### config.mk
export PLATFORM = sky130hd
export DESIGN_NAME = pci_command_status_bits
export DESIGN_NICKNAME = d
export VERILOG_FILES = /design/src/logic/pci_cfg_pkg.sv /design/src/logic/status_if.sv /design/src/logic/pci_command_status_bits.sv /design/src/logic/status_word.sv
export VERILOG_INCLUDE_DIRS = /design/src /design/src/logic
export SDC_FILE = /design/constraint.sdc
export NUM_CORES = 1
export LEC_CHECK = 0
export BUFFER_PORTS_ARGS = -buffer_cell sky130_fd_sc_hd__buf_2
export CAP_MARGIN = 30
export CORE_MARGIN = 2
export CORE_UTILIZATION = 41
export DETAILED_ROUTE_END_ITERATION = 16
export GPL_TIMING_DRIVEN = 0
export PLACE_DENSITY = 0.9
export REMOVE_ABC_BUFFERS = 1
export SYNTH_ARGS = -nofsm -noshare
export SYNTH_HDL_FRONTEND = slang
export SYNTH_SLANG_ARGS = --single-unit
### constraint.sdc
create_clock -name SYS_CLK_IN -period 1.5 [get_ports SYS_CLK_IN]
set_input_delay 0.3 -clock SYS_CLK_IN [delete_from_list [all_inputs] [get_ports SYS_CLK_IN]]
set_output_delay 0.3 -clock SYS_CLK_IN [all_outputs]
set_load 0.02 [all_outputs]
### src/logic/pci_cfg_params.svh
// Purpose: named offsets, field positions and reset values of the command/status dword
// Assumes: configuration accesses carry a byte offset and byte enables
// Notes:   definitions only
`ifndef PCI_CFG_PARAMS_SVH
`define PCI_CFG_PARAMS_SVH

`define CFG_ADDR_W        8
`define CFG_CMD_DWORD     6'h01
`define CFG_STATUS_OFFSET 8'h06
`define CFG_CAP_PTR_OFFS  8'h34

`define CMD_IOS_BIT       0
`define CMD_MS_BIT        1
`define CMD_PER_BIT       6
`define CMD_RW_MASK       16'h007f
`define CMD_RESET         16'h0000

`define ST_DPE_BIT        15
`define ST_SSE_BIT        14
`define ST_RMA_BIT        13
`define ST_RTA_BIT        12
`define ST_STA_BIT        11
`define ST_DEVSEL_HI      10
`define ST_DEVSEL_LO      9
`define ST_MASTER_DATA_PARITY_ERR_BIT       8
`define ST_FAST_BACK_TO_BACK_CAPABLE_BIT       7
`define ST_DOUBLE_SPEED_CAPABLE_BIT       5
`define ST_CL_BIT         4

`define DEVSEL_FAST       2'h0
`define DEVSEL_MEDIUM     2'h1
`define DEVSEL_SLOW       2'h2
`define DEVSEL_USED       `DEVSEL_MEDIUM
`define FAST_BACK_TO_BACK_CAPABLE_VALUE        1'h0
`define DSC_VALUE         1'h0
`define CL_VALUE          1'h1
`define FLAGS_RESET       6'h00

`endif

### src/logic/pci_cfg_pkg.sv
// Purpose: types shared by the command/status bank
// Assumes: constants live in pci_cfg_params.svh
// Notes:   none
package pci_cfg_pkg;

   typedef struct packed {
      logic detected_parity_err;
      logic signalled_system_err;
      logic received_master_abort;
      logic received_target_abort;
      logic signalled_target_abort;
      logic master_data_parity_err;
   } flags_t;

   typedef struct packed {
      logic [15:0] pci_access_command;
      logic [31:0] rdata;
      logic        rvalid;
      logic        claim;
   } bank_t;

endpackage

### src/logic/status_if.sv
// Purpose: bus events in, assembled status word out
// Assumes: one clock domain
// Notes:   events are single-cycle pulses or levels
interface status_if;
   logic        parity_err;
   logic        serr_driven;
   logic        master_abort;
   logic        special_cycle;
   logic        target_abort_rcvd;
   logic        target_abort_sent;
   logic        perr_driven_read;
   logic        perr_seen_write;
   logic        acting_master;
   logic        parity_error_response;
   logic [15:0] status;

   modport src (
      output parity_err, serr_driven, master_abort, special_cycle,
      output target_abort_rcvd, target_abort_sent, perr_driven_read,
      output perr_seen_write, acting_master, parity_error_response,
      input  status
   );
   modport snk (
      input  parity_err, serr_driven, master_abort, special_cycle,
      input  target_abort_rcvd, target_abort_sent, perr_driven_read,
      input  perr_seen_write, acting_master, parity_error_response,
      output status
   );
endinterface

### src/logic/pci_command_status_bits.sv
// Purpose: command enables and bus-event status of one PCI function
// Assumes: config and event inputs come from PCI logic on SYS_CLK_IN
// Notes:   command at offset 04h, status at 06h in the same dword
`include "pci_cfg_params.svh"

module pci_command_status_bits
   import pci_cfg_pkg::*;
(
   input  wire logic                   SYS_CLK_IN,
   input  wire logic                   RESETN_IN,
   input  wire logic                   CE_IN,
   input  wire logic                   CFG_RD_IN,
   input  wire logic                   CFG_WR_IN,
   input  wire logic [`CFG_ADDR_W-1:0] CFG_ADDR_IN,
   input  wire logic [3:0]             CFG_BE_IN,
   input  wire logic [31:0]            CFG_WDATA_IN,
   input  wire logic                   ACCESS_REQ_IN,
   input  wire logic                   ACCESS_IS_IO_IN,
   input  wire logic                   PARITY_ERR_IN,
   input  wire logic                   SERR_DRIVEN_IN,
   input  wire logic                   MASTER_ABORT_IN,
   input  wire logic                   SPECIAL_CYCLE_IN,
   input  wire logic                   TARGET_ABORT_RCVD_IN,
   input  wire logic                   TARGET_ABORT_SENT_IN,
   input  wire logic                   PERR_DRIVEN_READ_IN,
   input  wire logic                   PERR_SEEN_WRITE_IN,
   input  wire logic                   ACTING_MASTER_IN,
   output logic [31:0]                 CFG_RDATA_OUT,
   output logic                        CFG_RVALID_OUT,
   output logic                        CLAIM_OUT,
   output logic                        MEM_SPACE_EN_OUT,
   output logic                        IO_SPACE_EN_OUT,
   output logic                        PERR_RESPONSE_OUT
);

   bank_t bank;
   bank_t next_bank;

   status_if sif ();

   function automatic logic hits_cmd_dword(input logic [`CFG_ADDR_W-1:0] addr);
      hits_cmd_dword = (addr[`CFG_ADDR_W-1:2] == `CFG_CMD_DWORD);
   endfunction

   function automatic logic [15:0] lane_mask(input logic [1:0] be);
      lane_mask = {{8{be[1]}}, {8{be[0]}}};
   endfunction

   assign sif.parity_err            = PARITY_ERR_IN;
   assign sif.serr_driven           = SERR_DRIVEN_IN;
   assign sif.master_abort          = MASTER_ABORT_IN;
   assign sif.special_cycle         = SPECIAL_CYCLE_IN;
   assign sif.target_abort_rcvd     = TARGET_ABORT_RCVD_IN;
   assign sif.target_abort_sent     = TARGET_ABORT_SENT_IN;
   assign sif.perr_driven_read      = PERR_DRIVEN_READ_IN;
   assign sif.perr_seen_write       = PERR_SEEN_WRITE_IN;
   assign sif.acting_master         = ACTING_MASTER_IN;
   assign sif.parity_error_response = bank.pci_access_command[`CMD_PER_BIT];

   status_word u_status (
      .clk_in   (SYS_CLK_IN),
      .rst_n_in (RESETN_IN),
      .ce_in    (CE_IN),
      .sif      (sif)
   );

   always_comb begin
      logic [15:0] wmask;
      wmask = lane_mask(CFG_BE_IN[1:0]) & `CMD_RW_MASK;
      next_bank = bank;
      next_bank.rvalid = 1'b0;
      // write path: upper lanes carry status and are dropped
      if (CFG_WR_IN && hits_cmd_dword(CFG_ADDR_IN)) begin
         next_bank.pci_access_command = (bank.pci_access_command & ~wmask) |
                                        (CFG_WDATA_IN[15:0] & wmask);
      end
      // read path: unmapped dwords answer zero
      if (CFG_RD_IN) begin
         next_bank.rvalid = 1'b1;
         if (hits_cmd_dword(CFG_ADDR_IN)) begin
            next_bank.rdata = {sif.status, bank.pci_access_command};
         end else begin
            next_bank.rdata = 32'h0000_0000;
         end
      end
      // claim only for enabled spaces
      if (ACCESS_IS_IO_IN) begin
         next_bank.claim = ACCESS_REQ_IN &&
                           bank.pci_access_command[`CMD_IOS_BIT];
      end else begin
         next_bank.claim = ACCESS_REQ_IN &&
                           bank.pci_access_command[`CMD_MS_BIT];
      end
   end

   always_ff @(posedge SYS_CLK_IN) begin
      if (!RESETN_IN) begin
         bank.pci_access_command <= `CMD_RESET;
         bank.rdata              <= 32'h0000_0000;
         bank.rvalid             <= 1'b0;
         bank.claim              <= 1'b0;
      end else if (CE_IN) begin
         bank <= next_bank;
      end
   end

   assign CFG_RDATA_OUT     = bank.rdata;
   assign CFG_RVALID_OUT    = bank.rvalid;
   assign CLAIM_OUT         = bank.claim;
   assign MEM_SPACE_EN_OUT  = bank.pci_access_command[`CMD_MS_BIT];
   assign IO_SPACE_EN_OUT   = bank.pci_access_command[`CMD_IOS_BIT];
   assign PERR_RESPONSE_OUT = bank.pci_access_command[`CMD_PER_BIT];

endmodule // pci_command_status_bits

### src/logic/status_word.sv
// Purpose: sticky bus-event flags and the assembled status word
// Assumes: events come from logic on the same clock
// Notes:   flags clear only by reset
`include "pci_cfg_params.svh"

module status_word
   import pci_cfg_pkg::*;
(
   input  wire logic clk_in,
   input  wire logic rst_n_in,
   input  wire logic ce_in,
   status_if.snk     sif
);

   flags_t flags;
   flags_t next_flags;

   always_comb begin
      next_flags = flags;
      if (sif.parity_err) begin
         next_flags.detected_parity_err = 1'b1;
      end
      if (sif.serr_driven) begin
         next_flags.signalled_system_err = 1'b1;
      end
      if (sif.master_abort && !sif.special_cycle) begin
         next_flags.received_master_abort = 1'b1;
      end
      if (sif.target_abort_rcvd) begin
         next_flags.received_target_abort = 1'b1;
      end
      if (sif.target_abort_sent) begin
         next_flags.signalled_target_abort = 1'b1;
      end
      if (sif.acting_master && sif.parity_error_response &&
          (sif.perr_driven_read || sif.perr_seen_write)) begin
         next_flags.master_data_parity_err = 1'b1;
      end
   end

   always_ff @(posedge clk_in) begin
      if (!rst_n_in) begin
         flags <= `FLAGS_RESET;
      end else if (ce_in) begin
         flags <= next_flags;
      end
   end

   always_comb begin
      sif.status = 16'h0000; // reserved bits stay zero
      sif.status[`ST_DPE_BIT] = flags.detected_parity_err;
      sif.status[`ST_SSE_BIT] = flags.signalled_system_err;
      sif.status[`ST_RMA_BIT] = flags.received_master_abort;
      sif.status[`ST_RTA_BIT] = flags.received_target_abort;
      sif.status[`ST_STA_BIT] = flags.signalled_target_abort;
      sif.status[`ST_DEVSEL_HI:`ST_DEVSEL_LO] = `DEVSEL_USED;
      sif.status[`ST_MASTER_DATA_PARITY_ERR_BIT] = flags.master_data_parity_err;
      sif.status[`ST_FAST_BACK_TO_BACK_CAPABLE_BIT] = `FAST_BACK_TO_BACK_CAPABLE_VALUE;
      sif.status[`ST_DOUBLE_SPEED_CAPABLE_BIT] = `DSC_VALUE;
      sif.status[`ST_CL_BIT] = `CL_VALUE;
   end

endmodule // status_word

; Word level (Yosys, flattened, before mapping)
; Cells that the tools add are included.
[totals]
register_bits = 56
latch_bits = 0
ram_bits = 0
rom_bits = 0
out_inout_bits = 37
memories = 0
[op_classes]
addsub = 0
n_mul = 0
n_div = 0
magnitude_cmp = 0
eq_ne = 1
n_shift = 0
n_mux = 3
bitwise_logic = 4
reduce_logical = 16
[ops]
columns = cell, n
row1 = $mux 32, 1
row2 = $and 16x16->16, 1
row3 = $and 16x7->16, 1
row4 = $not 7->16, 1
row5 = $or 16x16->16, 1
row6 = $reduce_and 2->1, 8
row7 = $eq 6x1->1 const B, 1
row8 = $logic_and 1x1->1, 6
row9 = $mux 1, 2
row10 = $logic_not 1->1, 1
row11 = $logic_or 1x1->1, 1

; Depth between registers and ports, before layout
[depth]
ltp_word = 3
depth_mapped = 5

; Hierarchy
; Synthesis repeated with hierarchy kept, for this count alone.
[unflattened]
hier_cells = 213
hier_area_um2 = 1853.0
[by_module_without_submodules]
columns = mod, n_inst, cells_each, area_each_um2, seq_area_each_um2
row1 = pci_command_status_bits, 1, 182, 1571.5, 640.6
row2 = status_word, 1, 31, 281.5, 120.1

; Worst setup path before layout
; Ideal clock, no wire load.
[synth_path]
path_type = in2reg
startpoint = input port CFG_ADDR_IN[3]
endpoint = register (tool-made name)
setup_time_ps = 72
t_arrival_ps = 1175
required_time_ps = 1428
path_slack_ps = 253
stages = 4
cell_sequence = nor4b_4 -> and3_1 -> buf_6 -> mux2i_1
[synth_rtl]
columns = item, line_no
row1 = "start, declared", pci_command_status_bits.sv:14  ; input wire logic [`CFG_ADDR_W-1:0] CFG_ADDR_IN,

==> run summary <==
# DRC -> 0
placed cell area -> 1500 um^2
Core ar. -> 3340 um^2
GRT Overall Usage -> 15.2%
vias in the first global route -> 958
setup violators final -> 0
Area Overhead vs Synth -> 11.3%
status -> finished clean
die area -> 3950 um^2
Initial Util -> 42.5%
total gr overflow -> 0
Final Cell Area -> 1580 um^2
crit path launch type -> input pin
clk root buf -> clkbuf_4
row count -> 21
final hold slack -> 209 ps
Post-layout nets -> 252
hold_sp -> CFG_WDATA_IN[1]
Arrival @ worst endpoint -> 1610 ps
P_leak -> 0.708 nW
CP Capture Type -> register
top post-synthesis cells by area -> dfxtp_1 (41%), buf_4 (17%), nand2_1 (7.9%), a21boi_0 (7.4%), nand4_1 (5.7%)
Crit Path Max Fanout -> 9
f_max -> 737 MHz
initial antenna violation count -> 0
Final Hold Fails -> 0
CTS Hold Buffers Added -> 0
Die Y -> 62.8 um
pin count of the biggest net entering global routing -> 37
Clock Path Buffers -> 2
first-pass GRT wire length -> 4600 um
layout cells sized above 1 -> 31.6%
Peak VDD IR -> 0.000423 V
Ports -> 97
Detailed Place HPWL -> 1910 um
total CTS buffers -> 5
pwr dens -> 939 nW/um^2
Synth Register Bits -> 29
port bufs -> 49
Yosys top cell area share -> 40.9%
WS Path Type -> in -> reg
via/cell ratio -> 4.67
CTS H-tree depth -> 2
GPL Wtd Cong -> 0.662
WHS Path Cells -> 3
unrepaired setup endpoints after global routing -> false
Synth area leader -> dfxtp_1
Slew @ Worst Pin -> 812 ps
Synth Instances -> 160
First DRT Iteration DRCs -> 39
Clock Latency Late Sink -> 330 ps
drt pass-1 iters -> 4
reg-to-reg endpoint -> CLAIM_OUT
post-route setup TNS -> 0 ps
diode count -> 0
Setup Skew -> 6.94 ps
synthesized area -> 1420 um^2
post-synthesis sequential area ratio -> 40.9%
clock sinks -> 29
minimum clock period after layout -> 1360 ps
Die W -> 62.8 um
mean post-synth cell area -> 8.87 um^2
Max-Cap Viols -> 0
max_slew headroom -> 45.8%
Syn. warnings -> 0
Worst EP required -> 1760 ps
worst hold-check path type -> in -> reg
fin. max-slew vios -> 0
routed len/inst -> 11.7 um
post-route ant nets -> 0
drt total wl -> 2800 um
DR vias -> 1117
most frequent cells in the layout -> buf_2 (49), nand2_1 (30), dfxtp_1 (29)
R2R cell count -> 3
reg2reg setup slack -> 690 ps
period utilization -> 90.5%
leading cell type in the layout, fill and taps excluded -> buf_2
Worst-path clk slew -> 90 ps
Synth cell types -> 25
CTS tree -> yes
-- worst max-delay path, cell delays in order --
cell and delay [ps]:
buf_2 100, nor2_2 300, buf_6 190, and3_1 460
mux2i_1 250
-- cells by family (layout without fill, tap and decap cells) --
kind of cell	count (synthesis)	in the layout	synth area share, %
mux	8	8	5.64
compound gates	23	23	11.6
simple gates	56	56	20.5
flops	29	29	40.9
other cells	1	17	0.264
buf+inv	43	60	21.0
-- layout make-up --
type / count / area, um^2
timing repair buffer: 51 / 264
clock buffer: 7 / 65.1
multi-input combinational: 104 / 603
sequential: 29 / 581
tap: 46 / 57.6
fill: 343 / 1760
inverter: 1 / 3.75
clock inverter: 1 / 5.00
-- how the worst max path moves through the flow --
stage | from | endpoint | slack, ps | cells past startpoint
after floorplan | CFG_ADDR_IN[3] | register | -60 | 3
after global placement | CFG_ADDR_IN[7] | register | -640 | 4
after detailed placement | CFG_ADDR_IN[3] | register | -580 | 4
after CTS | CFG_ADDR_IN[7] | register | 140 | 5
final | CFG_ADDR_IN[7] | register | 140 | 5
after global routing | CFG_ADDR_IN[7] | register | 70 | 5
-- synth_stat cells, drive strengths merged --
master and count:
and3 2, dfxtp 29, o21a 2, and2 2
inv 1, nor2b 4, nor4b 1, nand3 1
nand4 13, conb 1, nand2 30, nor2 1
mux2i 8, a21oi 4, and3b 1, buf 35
o22ai 1, a21boi 15, nand2b 1, o2111a 1
clkbuf 7
-- per-layer routing --
| metal | GRT usage (%) | vias up | share of wire [%] |
|---|---|---|---|
| met2 | 23.1 | 63 | 44 |
| met1 | 19.3 | 495 | 44 |
| met4 | 4.17 | 0 | 1.1 |
| met5 | 0 | - | 0 |
| li1 | - | 553 | - |
| met3 | 7.03 | 6 | 10 |
-- metrics by stage --
step                      total power, mW  utilization [%]  std cells  setup slack, ps
after floorplan                     0.882                -        134            -59.9
after global placement              0.949             44.6        229             -639
after detailed placement            0.954             44.9        230             -582
after CTS                            1.50             47.3        239              145
after global routing                 1.58             47.3        239             74.3
final                                1.48             47.3        239              142
-- timing repair --
item                                    4_1_cts  5_1_grt
buffers inserted                              1        0
endpoints found under the setup margin        7        0
resized for setup                             1        0
-- report_power, final --
part           internal (mW)  switching [mW]  leakage [nW]  total, mW
registers              0.780         0.00513         0.235      0.785
clock network          0.271           0.273        0.0413      0.544
logic                 0.0522           0.101         0.432      0.153
Power figures use the tool's default switching activity.
